**src/pct_map.svh**
```systemverilog
// Register offsets, field positions and reset values of the control timer
`ifndef PCT_MAP_SVH
`define PCT_MAP_SVH

// ----------------------------------------------------------------------
// Register offsets (byte addresses)
// ----------------------------------------------------------------------
`define PCT_CTRL   8'h00
`define PCT_CHMODE 8'h04
`define PCT_DTIME  8'h08
`define PCT_PSC    8'h0c
`define PCT_ARR    8'h10
`define PCT_CNT    8'h14
`define PCT_STAT   8'h18
`define PCT_MASK   8'h1c
`define PCT_DMAEN  8'h20
`define PCT_CCR0   8'h40
`define PCT_CCR_END 8'h50

// ----------------------------------------------------------------------
// Control register fields
// ----------------------------------------------------------------------
`define PCT_CTRL_EN   0
`define PCT_CTRL_DIR  1
`define PCT_CTRL_CMS  2
`define PCT_CTRL_OPM  4
`define PCT_CTRL_FRZ  5
`define PCT_CTRL_TRG  6
`define PCT_CTRL_MOE  8
`define PCT_CTRL_W    9

// ----------------------------------------------------------------------
// Status layout, sizes and reset values
// ----------------------------------------------------------------------
`define PCT_STAT_UIF  0
`define PCT_STAT_W    5
`define PCT_MAX_CH    4
`define PCT_ARR_RST   16'hffff
`define PCT_ZERO16    16'h0000

`endif

```
**src/pct_pkg.sv**
```systemverilog
// Types shared by the control timer modules
package pct_pkg;
  // Counting modes held in the control register
  typedef enum logic [1:0] {CM_EDGE, CM_CENTER, CM_ENCODER, CM_SPARE} pct_cmode_t;
  // What a trigger input rising edge does
  typedef enum logic [1:0] {TM_NONE, TM_START, TM_EXTCLK, TM_RESET} pct_tmode_t;
  // Per-channel function
  typedef enum logic [1:0] {CH_OFF, CH_CAPTURE, CH_TOGGLE, CH_PWM} pct_chmode_t;
endpackage : pct_pkg

```
**src/pct_channel.sv**
```systemverilog
// One capture/compare channel of the control timer
`timescale 1ns/1ps
module pct_channel (
  input  wire logic        clock,
  input  wire logic        resetn,
  input  wire logic        clk_en,
  input  wire logic [1:0]  mode,
  input  wire logic [15:0] cnt,
  input  wire logic [15:0] ccr,
  input  wire logic        fresh,
  input  wire logic        cap_in,
  output logic             ref_o,
  output logic             cap_evt,
  output logic             cmp_evt
);
  logic cap_q_r;
  logic ref_r;
  pct_pkg::pct_chmode_t md;

  assign md      = pct_pkg::pct_chmode_t'(mode);
  assign ref_o   = ref_r;
  // Rising edge on the capture pin while in capture mode
  assign cap_evt = (md == pct_pkg::CH_CAPTURE) & cap_in & ~cap_q_r;
  // Match only on a counter value that is new this cycle
  assign cmp_evt = fresh & (cnt == ccr) & (md != pct_pkg::CH_OFF)
                   & (md != pct_pkg::CH_CAPTURE);

  // Edge detector for the capture pin
  always_ff @(posedge clock or negedge resetn) begin
    if (!resetn) begin
      cap_q_r <= 1'b0;
    end else if (clk_en) begin
      cap_q_r <= cap_in;
    end
  end

  // Reference waveform; cnt < ccr gives 0% at ccr=0 and 100% above reload
  always_ff @(posedge clock or negedge resetn) begin
    if (!resetn) begin
      ref_r <= 1'b0;
    end else if (clk_en) begin
      case (md)
        pct_pkg::CH_PWM:    ref_r <= (cnt < ccr);
        pct_pkg::CH_TOGGLE: ref_r <= cmp_evt ? ~ref_r : ref_r;
        default:            ref_r <= 1'b0;
      endcase
    end
  end
endmodule : pct_channel

```
**src/pct_deadtime.sv**
```systemverilog
// Dead-time generator for one complementary output pair
`timescale 1ns/1ps
module pct_deadtime #(
  parameter int DTW = 8
) (
  input  wire logic           clock,
  input  wire logic           resetn,
  input  wire logic           clk_en,
  input  wire logic           ref_i,
  input  wire logic           oe,
  input  wire logic [DTW-1:0] dtime,
  output logic                out_p,
  output logic                out_n
);
  logic           ref_q_r;
  logic [DTW-1:0] dt_cnt_r;
  logic           quiet;

  // Both sides stay low until the dead time since the last edge has run out
  assign quiet = (dt_cnt_r == '0) & (ref_i == ref_q_r);

  // Restart the dead-time count on every reference edge
  always_ff @(posedge clock or negedge resetn) begin
    if (!resetn) begin
      ref_q_r  <= 1'b0;
      dt_cnt_r <= '0;
    end else if (clk_en) begin
      ref_q_r <= ref_i;
      if (ref_i != ref_q_r) begin
        dt_cnt_r <= dtime;
      end else if (dt_cnt_r != '0) begin
        dt_cnt_r <= dt_cnt_r - 1'b1;
      end
    end
  end

  // Registered pair, never high together
  always_ff @(posedge clock or negedge resetn) begin
    if (!resetn) begin
      out_p <= 1'b0;
      out_n <= 1'b0;
    end else if (clk_en) begin
      out_p <= oe & quiet & ref_q_r;
      out_n <= oe & quiet & ~ref_q_r;
    end
  end
endmodule : pct_deadtime

```
**src/pct_timer.sv**
```systemverilog
// Control timer top: APB registers, prescaler, counter, channels, outputs
`timescale 1ns/1ps
`include "pct_map.svh"
module pct_timer #(
  parameter int NUM_CH    = 4,    // Channels, 1 to 4
  parameter int NUM_CMP   = 3,    // Complementary pairs, 1 to NUM_CH
  parameter bit UPDOWN_EN = 1'b1, // Zero builds an up-only counter
  parameter bit DMA_EN    = 1'b1  // Zero removes DMA requests
) (
  input  wire logic               clock,
  input  wire logic               resetn,
  input  wire logic               clk_en,
  input  wire logic               psel,
  input  wire logic               penable,
  input  wire logic               pwrite,
  input  wire logic [7:0]         paddr,
  input  wire logic [31:0]        pwdata,
  output logic      [31:0]        prdata,
  output logic                    pready,
  output logic                    pslverr,
  input  wire logic               dbg_halt,
  input  wire logic               trig_in,
  output logic                    trig_out,
  input  wire logic               enc_a,
  input  wire logic               enc_b,
  input  wire logic [NUM_CH-1:0]  cap_in,
  output logic      [NUM_CH-1:0]  ch_out,
  output logic      [NUM_CMP-1:0] chn_out,
  output logic                    dma_req,
  output logic                    irq
);
  // ----------------------------------------------------------------------
  // Declarations
  // ----------------------------------------------------------------------
  logic [`PCT_CTRL_W-1:0] ctrl_r;
  logic [7:0]             chmode_r;
  logic [7:0]             dtime_r;
  logic [15:0]            psc_r;
  logic [15:0]            psc_cnt_r;
  logic [15:0]            arr_r;
  logic [15:0]            cnt_r;
  logic [15:0]            cnt_nxt;
  logic                   cdir_r;
  logic                   cdir_nxt;
  logic                   fresh_r;
  logic [`PCT_STAT_W-1:0] sts_r;
  logic [`PCT_STAT_W-1:0] mask_r;
  logic [`PCT_STAT_W-1:0] dmaen_r;
  logic [`PCT_STAT_W-1:0] sts_set;
  logic [15:0]            ccr_r [`PCT_MAX_CH];
  logic                   trig_q_r;
  logic                   enc_a_q_r;
  logic [31:0]            prdata_r;
  logic                   pready_r;
  logic                   pslverr_r;
  logic                   trig_out_r;
  logic                   dma_r;
  logic                   irq_r;
  logic [31:0]            rd_data;
  logic                   rd_ok;
  logic                   acc;
  logic                   wr_go;
  logic                   halted;
  logic                   oe;
  logic                   trig_rise;
  logic                   src_tick;
  logic                   psc_tick;
  logic                   step;
  logic                   going_down;
  logic                   upd;
  logic [`PCT_MAX_CH-1:0] cap_evt;
  logic [`PCT_MAX_CH-1:0] cmp_evt;
  logic [`PCT_MAX_CH-1:0] ref_w;
  logic [`PCT_MAX_CH-1:0] pos_w;
  logic [`PCT_MAX_CH-1:0] neg_w;
  pct_pkg::pct_cmode_t    cmode;
  pct_pkg::pct_tmode_t    tmode;

  // ----------------------------------------------------------------------
  // Address decode helpers
  // ----------------------------------------------------------------------
  // Channel compare register window, aligned words only so odd writes are refused
  function automatic logic is_ccr(input logic [7:0] a);
    is_ccr = (a >= `PCT_CCR0) && (a < `PCT_CCR_END) && (a[1:0] == 2'b00);
  endfunction : is_ccr

  // Channel number inside that window
  function automatic logic [1:0] ccr_idx(input logic [7:0] a);
    ccr_idx = a[3:2];
  endfunction : ccr_idx

  // ----------------------------------------------------------------------
  // Mode decode
  // ----------------------------------------------------------------------
  // Up-only builds ignore the direction and center bits
  assign cmode  = UPDOWN_EN ? pct_pkg::pct_cmode_t'(ctrl_r[`PCT_CTRL_CMS +: 2])
                            : pct_pkg::CM_EDGE;
  assign tmode  = pct_pkg::pct_tmode_t'(ctrl_r[`PCT_CTRL_TRG +: 2]);
  assign halted = dbg_halt & ctrl_r[`PCT_CTRL_FRZ];
  assign oe     = ctrl_r[`PCT_CTRL_MOE] & ~halted;
  assign trig_rise = trig_in & ~trig_q_r;
  assign acc    = psel & penable;
  assign wr_go  = acc & pwrite & pready_r;

  // ----------------------------------------------------------------------
  // Prescaler and count step
  // ----------------------------------------------------------------------
  // External clock mode counts trigger edges instead of clock cycles
  assign src_tick = (tmode == pct_pkg::TM_EXTCLK) ? trig_rise : 1'b1;
  // Division by psc+1, so 1 to 65536
  // A count left above a newly written smaller divider ends at once, not after a wrap
  assign psc_tick = src_tick & (psc_cnt_r >= psc_r);

  // Encoder mode steps on each phase A edge and bypasses the prescaler
  always_comb begin
    if (cmode == pct_pkg::CM_ENCODER) begin
      step       = ctrl_r[`PCT_CTRL_EN] & ~halted & (enc_a != enc_a_q_r);
      going_down = (enc_a == enc_b);
    end else begin
      step       = ctrl_r[`PCT_CTRL_EN] & ~halted & psc_tick;
      going_down = (cmode == pct_pkg::CM_CENTER) ? cdir_r : (UPDOWN_EN & ctrl_r[`PCT_CTRL_DIR]);
    end
  end

  // Prescaler counter; held while the timer is stopped or frozen
  always_ff @(posedge clock or negedge resetn) begin
    if (!resetn) begin
      psc_cnt_r <= `PCT_ZERO16;
    end else if (clk_en) begin
      if (!ctrl_r[`PCT_CTRL_EN] || halted) begin
        psc_cnt_r <= psc_cnt_r;
      end else if (psc_tick) begin
        psc_cnt_r <= `PCT_ZERO16;
      end else if (src_tick) begin
        psc_cnt_r <= psc_cnt_r + 16'h0001;
      end
    end
  end

  // ----------------------------------------------------------------------
  // Counter next value and update event
  // ----------------------------------------------------------------------
  // Center mode turns round at the ends, edge mode wraps and reloads
  always_comb begin
    cnt_nxt  = cnt_r;
    cdir_nxt = cdir_r;
    upd      = 1'b0;
    if (step) begin
      if (going_down) begin
        if (cnt_r == `PCT_ZERO16) begin
          upd = 1'b1;
          if (cmode == pct_pkg::CM_CENTER) begin
            cdir_nxt = 1'b0;
            cnt_nxt  = 16'h0001;
          end else begin
            cnt_nxt = arr_r;
          end
        end else begin
          cnt_nxt = cnt_r - 16'h0001;
        end
      end else begin
        if (cnt_r >= arr_r) begin
          upd = 1'b1;
          if (cmode == pct_pkg::CM_CENTER) begin
            cdir_nxt = 1'b1;
            cnt_nxt  = arr_r - 16'h0001;
          end else begin
            cnt_nxt = `PCT_ZERO16;
          end
        end else begin
          cnt_nxt = cnt_r + 16'h0001;
        end
      end
    end
  end

  // Counter register; a software write or a reset trigger takes priority
  always_ff @(posedge clock or negedge resetn) begin
    if (!resetn) begin
      cnt_r   <= `PCT_ZERO16;
      cdir_r  <= 1'b0;
      fresh_r <= 1'b0;
    end else if (clk_en) begin
      fresh_r <= step;
      if (wr_go && paddr == `PCT_CNT) begin
        cnt_r <= pwdata[15:0];
      end else if (tmode == pct_pkg::TM_RESET && trig_rise) begin
        cnt_r  <= `PCT_ZERO16;
        cdir_r <= 1'b0;
      end else begin
        cnt_r  <= cnt_nxt;
        cdir_r <= cdir_nxt;
      end
    end
  end

  // Input edge detectors for trigger and encoder phase A
  always_ff @(posedge clock or negedge resetn) begin
    if (!resetn) begin
      trig_q_r  <= 1'b0;
      enc_a_q_r <= 1'b0;
    end else if (clk_en) begin
      trig_q_r  <= trig_in;
      enc_a_q_r <= enc_a;
    end
  end

  // ----------------------------------------------------------------------
  // Channels and output stages
  // ----------------------------------------------------------------------
  for (genvar i = 0; i < `PCT_MAX_CH; i++) begin : g_ch
    if (i < NUM_CH) begin : g_on
      pct_channel u_ch (
        .clock   (clock),
        .resetn  (resetn),
        .clk_en  (clk_en),
        .mode    (chmode_r[2*i +: 2]),
        .cnt     (cnt_r),
        .ccr     (ccr_r[i]),
        .fresh   (fresh_r),
        .cap_in  (cap_in[i]),
        .ref_o   (ref_w[i]),
        .cap_evt (cap_evt[i]),
        .cmp_evt (cmp_evt[i])
      );
      if (i < NUM_CMP) begin : g_cmp
        pct_deadtime #(.DTW(8)) u_dt (
          .clock  (clock),
          .resetn (resetn),
          .clk_en (clk_en),
          .ref_i  (ref_w[i]),
          .oe     (oe),
          .dtime  (dtime_r),
          .out_p  (pos_w[i]),
          .out_n  (neg_w[i])
        );
      end else begin : g_single
        logic plain_r;
        // Outputs without a complement are gated the same way
        always_ff @(posedge clock or negedge resetn) begin
          if (!resetn) begin
            plain_r <= 1'b0;
          end else if (clk_en) begin
            plain_r <= oe & ref_w[i];
          end
        end
        assign pos_w[i] = plain_r;
        assign neg_w[i] = 1'b0;
      end
    end else begin : g_off
      assign ref_w[i]   = 1'b0;
      assign cap_evt[i] = 1'b0;
      assign cmp_evt[i] = 1'b0;
      assign pos_w[i]   = 1'b0;
      assign neg_w[i]   = 1'b0;
    end
  end

  assign ch_out  = pos_w[NUM_CH-1:0];
  assign chn_out = neg_w[NUM_CMP-1:0];

  // ----------------------------------------------------------------------
  // Control registers
  // ----------------------------------------------------------------------
  // Start trigger and one-pulse stop both act on the enable bit
  always_ff @(posedge clock or negedge resetn) begin
    if (!resetn) begin
      ctrl_r   <= '0;
      chmode_r <= 8'h00;
      dtime_r  <= 8'h00;
      psc_r    <= `PCT_ZERO16;
      arr_r    <= `PCT_ARR_RST;
      mask_r   <= '0;
      dmaen_r  <= '0;
    end else if (clk_en) begin
      if (wr_go && paddr == `PCT_CTRL) begin
        ctrl_r <= pwdata[`PCT_CTRL_W-1:0];
      end else if (upd && ctrl_r[`PCT_CTRL_OPM]) begin
        ctrl_r[`PCT_CTRL_EN] <= 1'b0;
      end else if (tmode == pct_pkg::TM_START && trig_rise) begin
        ctrl_r[`PCT_CTRL_EN] <= 1'b1;
      end
      if (wr_go && paddr == `PCT_CHMODE) begin
        chmode_r <= pwdata[7:0];
      end
      if (wr_go && paddr == `PCT_DTIME) begin
        dtime_r <= pwdata[7:0];
      end
      if (wr_go && paddr == `PCT_PSC) begin
        psc_r <= pwdata[15:0];
      end
      if (wr_go && paddr == `PCT_ARR) begin
        arr_r <= pwdata[15:0];
      end
      if (wr_go && paddr == `PCT_MASK) begin
        mask_r <= pwdata[`PCT_STAT_W-1:0];
      end
      if (wr_go && paddr == `PCT_DMAEN) begin
        dmaen_r <= pwdata[`PCT_STAT_W-1:0];
      end
    end
  end

  // Compare registers; a capture in the write cycle wins
  always_ff @(posedge clock or negedge resetn) begin
    if (!resetn) begin
      for (int k = 0; k < `PCT_MAX_CH; k++) begin
        ccr_r[k] <= `PCT_ZERO16;
      end
    end else if (clk_en) begin
      for (int k = 0; k < `PCT_MAX_CH; k++) begin
        if (cap_evt[k]) begin
          ccr_r[k] <= cnt_r;
        end else if (wr_go && is_ccr(paddr) && ccr_idx(paddr) == 2'(k)) begin
          ccr_r[k] <= pwdata[15:0];
        end
      end
    end
  end

  // ----------------------------------------------------------------------
  // Events: status, interrupt, DMA, trigger out
  // ----------------------------------------------------------------------
  assign sts_set = {cap_evt | cmp_evt, upd};

  // Write one to clear; a new event in the same cycle stays set
  always_ff @(posedge clock or negedge resetn) begin
    if (!resetn) begin
      sts_r <= '0;
    end else if (clk_en) begin
      if (wr_go && paddr == `PCT_STAT) begin
        sts_r <= (sts_r & ~pwdata[`PCT_STAT_W-1:0]) | sts_set;
      end else begin
        sts_r <= sts_r | sts_set;
      end
    end
  end

  // Registered event outputs; the trigger pulse chains other timers
  always_ff @(posedge clock or negedge resetn) begin
    if (!resetn) begin
      irq_r      <= 1'b0;
      dma_r      <= 1'b0;
      trig_out_r <= 1'b0;
    end else if (clk_en) begin
      irq_r      <= |(sts_r & mask_r);
      dma_r      <= DMA_EN & (|(sts_set & dmaen_r));
      trig_out_r <= upd;
    end
  end

  assign irq      = irq_r;
  assign dma_req  = dma_r;
  assign trig_out = trig_out_r;

  // ----------------------------------------------------------------------
  // APB read and answer
  // ----------------------------------------------------------------------
  // Read multiplexer; unmapped addresses flag an error
  always_comb begin
    rd_data = 32'h0000_0000;
    rd_ok   = 1'b1;
    if (paddr == `PCT_CTRL) begin
      rd_data[`PCT_CTRL_W-1:0] = ctrl_r;
    end else if (paddr == `PCT_CHMODE) begin
      rd_data[7:0] = chmode_r;
    end else if (paddr == `PCT_DTIME) begin
      rd_data[7:0] = dtime_r;
    end else if (paddr == `PCT_PSC) begin
      rd_data[15:0] = psc_r;
    end else if (paddr == `PCT_ARR) begin
      rd_data[15:0] = arr_r;
    end else if (paddr == `PCT_CNT) begin
      rd_data[15:0] = cnt_r;
    end else if (paddr == `PCT_STAT) begin
      rd_data[`PCT_STAT_W-1:0] = sts_r;
    end else if (paddr == `PCT_MASK) begin
      rd_data[`PCT_STAT_W-1:0] = mask_r;
    end else if (paddr == `PCT_DMAEN) begin
      rd_data[`PCT_STAT_W-1:0] = dmaen_r;
    end else if (is_ccr(paddr) && paddr[1:0] == 2'b00) begin
      rd_data[15:0] = ccr_r[ccr_idx(paddr)];
    end else begin
      rd_ok = 1'b0;
    end
  end

  // One wait state: data is registered in the first access cycle
  always_ff @(posedge clock or negedge resetn) begin
    if (!resetn) begin
      pready_r  <= 1'b0;
      pslverr_r <= 1'b0;
      prdata_r  <= 32'h0000_0000;
    end else if (clk_en) begin
      pready_r  <= acc & ~pready_r;
      pslverr_r <= acc & ~pready_r & ~rd_ok;
      if (acc && !pready_r && !pwrite) begin
        prdata_r <= rd_data;
      end
    end
  end

  assign prdata  = prdata_r;
  assign pready  = pready_r;
  assign pslverr = pslverr_r;
endmodule : pct_timer

```
**config.mk**
```make
export PLATFORM = sky130hd
export DESIGN_NAME = pct_timer
export DESIGN_NICKNAME = d
export VERILOG_FILES = /design/src/pct_pkg.sv /design/src/pct_channel.sv /design/src/pct_deadtime.sv /design/src/pct_timer.sv
export VERILOG_INCLUDE_DIRS = /design/src
export SDC_FILE = /design/constraint.sdc
export NUM_CORES = 1
export LEC_CHECK = 0
export BUFFER_PORTS_ARGS = -buffer_cell sky130_fd_sc_hd__buf_2
export CAP_MARGIN = 15
export CELL_PAD_IN_SITES_DETAIL_PLACEMENT = 1
export CELL_PAD_IN_SITES_GLOBAL_PLACEMENT = 2
export CORE_ASPECT_RATIO = 1.5
export CORE_UTILIZATION = 30
export CTS_CLUSTER_DIAMETER = 60
export CTS_CLUSTER_SIZE = 40
export DETAILED_ROUTE_END_ITERATION = 10
export GPL_TIMING_DRIVEN = 0
export PLACE_DENSITY = 0.76
export SKIP_CTS_REPAIR_TIMING = 1
export SLEW_MARGIN = 5
export SYNTH_ARGS = -nofsm -noshare
export SYNTH_HDL_FRONTEND = slang
export SYNTH_SLANG_ARGS = --single-unit
```
**constraint.sdc**
```tcl
create_clock -name clock -period 3.6 [get_ports clock]
set_input_delay 0.18 -clock clock [delete_from_list [all_inputs] [get_ports clock]]
set_output_delay 0.18 -clock clock [all_outputs]
set_load 0.01 [all_outputs]
```
==> impl_results.html <==
<table>
<tr><th>Metric</th><th>Value</th></tr>
<tr><th colspan="2">Run status</th></tr>
<tr><td>Result of the run</td><td>complete, no violations</td></tr>
<tr><th colspan="2">GRT</th></tr>
<tr><td>Overflow after GRT</td><td>0</td></tr>
<tr><td>Initial antenna violation count</td><td>3</td></tr>
<tr><td>Maximum number of pins on one net before global-route repair</td><td>94</td></tr>
<tr><td>Number of global-route vias before repair</td><td>approximately 15k</td></tr>
<tr><td>GRT Total Usage</td><td>24.8%</td></tr>
<tr><td>Wire length of the first global-routing pass</td><td>between 90 and 100 mm</td></tr>
<tr><th colspan="2">Yosys</th></tr>
<tr><td>Number of register bits inferred by synthesis</td><td>around 240</td></tr>
<tr><td>Flip-flop cell with the highest count after synthesis</td><td>sky130_fd_sc_hd__dfrtp_1</td></tr>
<tr><td>Post-synthesis sequential area ratio</td><td>between 30 and 40%</td></tr>
<tr><td>Count of flip-flops with a built-in enable after synthesis</td><td>0</td></tr>
<tr><td>Cell taking the most area after synthesis</td><td>sky130_fd_sc_hd__dfrtp_1</td></tr>
<tr><td>Number of instances in the synthesized netlist</td><td>1736</td></tr>
<tr><td>Top area cells in the synthesized netlist</td><td>sky130_fd_sc_hd__dfrtp_1, sky130_fd_sc_hd__ha_1, sky130_fd_sc_hd__mux2_2</td></tr>
<tr><td>Proportion of netlist area held by the largest area contributor</td><td>between 30% and 40%</td></tr>
<tr><td>Synth warn</td><td>0</td></tr>
<tr><td>Synthesized area per cell</td><td>9.20 um2</td></tr>
<tr><td>Post-synthesis instance area</td><td>between 15000 and 20000 um2</td></tr>
<tr><td>Unique masters post-synth</td><td>between 80 and 90</td></tr>
<tr><td>Fraction of registers with async set or reset after synthesis</td><td>100%</td></tr>
<tr><th colspan="2">Setup path</th></tr>
<tr><td>Slowest cell delay on critical path</td><td>~0.68 ns</td></tr>
<tr><td>Data required, critical path</td><td>between 3 and 4 ns</td></tr>
<tr><td>CP Launch Point</td><td>cnt_r[0]</td></tr>
<tr><td>Cells traversed along the worst timing path</td><td>clkbuf_2, clkinvlp_4, ha_1, nand2b_1, a31oi_1, o21ai_0, a211oi_4, a21oi_1, and2_1, a41oi_1</td></tr>
<tr><td>Critical setup path kind</td><td>reg -&gt; reg</td></tr>
<tr><td>Sum of buffers and inverters on the critical path</td><td>2</td></tr>
<tr><td>Launching element type of the critical path</td><td>flop</td></tr>
<tr><td>Source of the worst register-to-register timing path</td><td>cnt_r[0]</td></tr>
<tr><td>Crit path capture type</td><td>flop</td></tr>
<tr><td>Slowest-stage cell, CP</td><td>sky130_fd_sc_hd__a21oi_1</td></tr>
<tr><td>Arrival time of data at the critical path endpoint</td><td>~3.9 ns</td></tr>
<tr><td>Family of cells with the greatest summed delay on the critical path</td><td>compound AO/OA/AOI/OAI gates</td></tr>
<tr><td>Critical path peak fanout</td><td>10</td></tr>
<tr><th colspan="2">Clocking</th></tr>
<tr><td>TritonCTS clock tree</td><td>done</td></tr>
<tr><td>Total clock buffers created by CTS</td><td>21</td></tr>
<tr><td>Buffer depth of the longest clock path</td><td>3</td></tr>
<tr><td>Clock transition time at the flip-flop clock pins of the worst setup and hold paths</td><td>around 0.08 ns</td></tr>
<tr><td>Number of clock sinks</td><td>between 200 and 250</td></tr>
<tr><td>H-tree depth</td><td>1</td></tr>
<tr><td>Clock latency at the later pin of the worst-skew pair</td><td>between 0.5 and 0.6 ns</td></tr>
<tr><td>CTS Root Buffer Type</td><td>sky130_fd_sc_hd__clkbuf_16</td></tr>
<tr><th colspan="2">Layout</th></tr>
<tr><td>Area used by sequential logic in the layout</td><td>5900 um2</td></tr>
<tr><td>Layout area overhead</td><td>13.7%</td></tr>
<tr><td>Final-layout fill cell count</td><td>~6.1k</td></tr>
<tr><td>Antenna cell count</td><td>0</td></tr>
<tr><td>Core occupancy in the finished layout</td><td>between 30% and 40%</td></tr>
<tr><td>Proportion of layout cells with a drive suffix above 1</td><td>approximately 15%</td></tr>
<tr><td>Non-filler cells in the finished layout</td><td>2547</td></tr>
<tr><td>Total area of multi-input combinational cells</td><td>9090 um2</td></tr>
<tr><td>Number of nets in the finished design</td><td>approximately 2.0k</td></tr>
<tr><th colspan="2">Floorplanning</th></tr>
<tr><td>Number of primary I/O pins</td><td>98</td></tr>
<tr><td>Core area</td><td>52600 um2</td></tr>
<tr><td>Chip Width</td><td>between 150 and 200 um</td></tr>
<tr><td>Starting Density</td><td>a little under a third</td></tr>
<tr><td>Die height</td><td>285 um</td></tr>
<tr><td>Site Rows</td><td>103</td></tr>
<tr><td>Area of the die</td><td>approximately 54000 um2</td></tr>
<tr><th colspan="2">Timing</th></tr>
<tr><td>Post-route clock skew</td><td>roughly 0.024 ns</td></tr>
<tr><td>Final period util</td><td>about 97%</td></tr>
<tr><td>Max Freq</td><td>approximately 0.29 GHz</td></tr>
<tr><td>Normalized max-slew margin</td><td>a little over a fifth</td></tr>
<tr><td>Fin crit period</td><td>roughly 3.5 ns</td></tr>
<tr><td>Final Slew Violations</td><td>0</td></tr>
<tr><td>Setup repair after global routing missed its margin</td><td>false</td></tr>
<tr><td>Fin. Hold Viols</td><td>0</td></tr>
<tr><td>Slew at the pin with the worst max-slew slack</td><td>roughly 1.2 ns</td></tr>
<tr><td>Count of endpoints failing setup in the final report</td><td>0</td></tr>
<tr><th colspan="2">Power and ir drop</th></tr>
<tr><td>Switching power</td><td>around 2400 uW</td></tr>
<tr><td>Leak pwr</td><td>roughly 0.0077 uW</td></tr>
<tr><td>Pwr per Cell Area</td><td>about 390 nW/um2</td></tr>
<tr><td>Portion of total power attributed to the clock network</td><td>around 36%</td></tr>
<tr><td>Worst IR drop on VDD</td><td>~0.32 mV</td></tr>
<tr><td>Sequential Power Share</td><td>between 40% and 50%</td></tr>
<tr><td>Sw Ratio</td><td>between 30% and 40%</td></tr>
<tr><td>Int Power</td><td>~4700 uW</td></tr>
<tr><td>Fraction of power consumed by combinational cells</td><td>21.1%</td></tr>
<tr><th colspan="2">Detailed routing</th></tr>
<tr><td>Number of nets with antenna violations after detailed routing</td><td>0</td></tr>
<tr><td>Routed via count</td><td>between 10k and 15k</td></tr>
<tr><td>Average wire per cell in the routed design</td><td>approximately 26 um</td></tr>
<tr><td>Count of routing violations after the opening detailed-route iteration</td><td>between 900 and 1k</td></tr>
<tr><td>Metal-1 WL</td><td>around 25 mm</td></tr>
<tr><td>DRT Wirelength</td><td>66.8 mm</td></tr>
<tr><td>Routed wl met2</td><td>roughly 33 mm</td></tr>
<tr><td>Avg Vias per Cell</td><td>about 5.7</td></tr>
<tr><td>Number of detailed-routing iterations run before antenna repair</td><td>5</td></tr>
<tr><td>Top Layer Used</td><td>met5</td></tr>
<tr><td>Post-detailed-route DRC marker count</td><td>0</td></tr>
<tr><td>Met3 routed wirelength</td><td>~2.7 mm</td></tr>
<tr><th colspan="2">Place</th></tr>
<tr><td>Half-perimeter wire length after detailed placement</td><td>approximately 52 mm</td></tr>
<tr><td>Weighted congestion reported at the end of routability-driven placement</td><td>slightly above 0.9</td></tr>
<tr><td>Buffers added on ports</td><td>60</td></tr>
<tr><td>Count of placed standard cells including taps</td><td>around 2.5k</td></tr>
<tr><th colspan="2">Min path</th></tr>
<tr><td>Worst hold-check path type</td><td>in -&gt; reg</td></tr>
<tr><td>Hold_sp</td><td>pwdata[11]</td></tr>
<tr><th colspan="2">Run</th></tr>
<tr><td>Max Cap Violations</td><td>0</td></tr>
</table>
==> worst paths after layout <==
kind,end,slack [ns],depth (start not counted)
min in group asynchronous,psc_cnt_r[4],0.15,2
hold / removal,cnt_r[11],0.007,3
max in group asynchronous,ccr_r[54],2.15,4
hold reg to reg,pslverr,0.48,1
setup reg to reg,ctrl_r[0],0.12,10
setup / recovery,ctrl_r[0],0.12,10
==> cell usage in the layout (no fill, tap or decap), drive strengths merged, types with 11 or more instances in the layout <==
master,instances
clkbuf,103
mux4,16
o21ai,150
mux2,83
a31oi,22
ha,104
nor3,39
o211ai,11
nor2,109
nand2b,21
mux2i,79
buf,116
nor4,16
dfstp,16
a21o,23
inv,119
nand4,28
a211oi,11
a22o,15
nor2b,19
nand3,40
or3,15
a21oi,71
nand2,167
xor2,27
xnor2,25
a22oi,24
dfrtp,219
conb,16
==> routing by layer <==
metal | up-vias | track usage [%]
li1 | 6436 | -
met1 | 7292 | 26.9
met2 | 494 | 43.6
met3 | 235 | 2.53
met4 | 6 | 20.0
met5 | - | 0
==> synth_stat cells (16+ instances only) <==
library cell	number
sky130_fd_sc_hd__a22oi_1	24
sky130_fd_sc_hd__nand2b_1	21
sky130_fd_sc_hd__nand3_1	40
sky130_fd_sc_hd__a31oi_1	21
sky130_fd_sc_hd__mux2_2	83
sky130_fd_sc_hd__xor2_1	27
sky130_fd_sc_hd__dfrtp_1	219
sky130_fd_sc_hd__dfstp_2	16
sky130_fd_sc_hd__ha_1	104
sky130_fd_sc_hd__a21oi_1	71
sky130_fd_sc_hd__nand2_1	167
sky130_fd_sc_hd__nor2_1	108
sky130_fd_sc_hd__nor3_1	37
sky130_fd_sc_hd__o21ai_0	149
sky130_fd_sc_hd__xnor2_1	25
sky130_fd_sc_hd__nand4_1	28
sky130_fd_sc_hd__inv_1	115
sky130_fd_sc_hd__nor2b_1	19
sky130_fd_sc_hd__mux4_2	16
sky130_fd_sc_hd__a21o_1	23
sky130_fd_sc_hd__clkbuf_1	80
sky130_fd_sc_hd__mux2i_1	79
sky130_fd_sc_hd__buf_4	24
==> cells by family (layout without fill, tap and decap cells) <==
kind of cell / count (synthesis) / in the layout / synth area share, %
and+or+nand+nor: 515 / 515 / 16.1
AOI/OAI and AO/OA: 407 / 407 / 16.3
buffers and inverters: 244 / 358 / 6.56
DFF: 235 / 235 / 37.0
muxes: 178 / 178 / 13.1
adders and majority gates: 104 / 104 / 8.15
xor gates and xnor gates: 52 / 52 / 2.85
other: 1 / 16 / 0.0235
==> power groups by stage <==
stage	logic (uW)	registers, uW	clock network, uW
after global routing	1690	3090	2700
after detailed placement	1480	3110	0
after global placement	1400	3090	0
after CTS	1480	3060	2630
after floorplan	977	3020	0
final	1510	3070	2570
==> stage by stage <==
stage	hold WS, ns	instance area, um2	TNS (ns)	total power, uW	setup WS (ns)
6_report	0.00723	18200	0	7150	0.120
5_1_grt	0.0218	18200	0	7480	0.0488
4_1_cts	-0.443	18000	-6.97	7170	-0.562
3_5_place_dp	0.148	17200	-6.65	4590	-0.554
3_3_place_gp	0.430	17200	-480.95	4500	-2.18
2_1_floorplan	-0.116	16000	0	4000	0.839
==> cell type report <==
class                           count  share of cell area [%]
Sequential cell                   235                    32.5
Timing Repair Buffer               77                    2.73
Clock inverter                     16                    1.28
Tap cell                          682                    4.70
Clock buffer                       21                    2.89
Buffer                            128                    3.38
Inverter                          116                    2.42
Multi-Input combinational cell   1272                    50.1
==> worst register-to-register path, delay by kind of cell, from the launching register on <==
family | cells | cell delay, ns
compound gates | 5 | 1.60
flops | 1 | 0.38
simple gates | 2 | 0.52
fa+ha+maj | 1 | 0.30
buf+inv | 2 | 0.52
==> sequential cells by signal, indices dropped and copies added (netlist names), 8 cells and up <==
name                           flops
arr_r                             16
ccr_r                             64
chmode_r                           8
cnt_r                             16
ctrl_r                             9
dtime_r                            8
g_ch.g_on.g_cmp.u_dt.dt_cnt_r     24
prdata                            16
psc_cnt_r                         16
psc_r                             16
No activity file was read; power rests on OpenSTA's default activity.
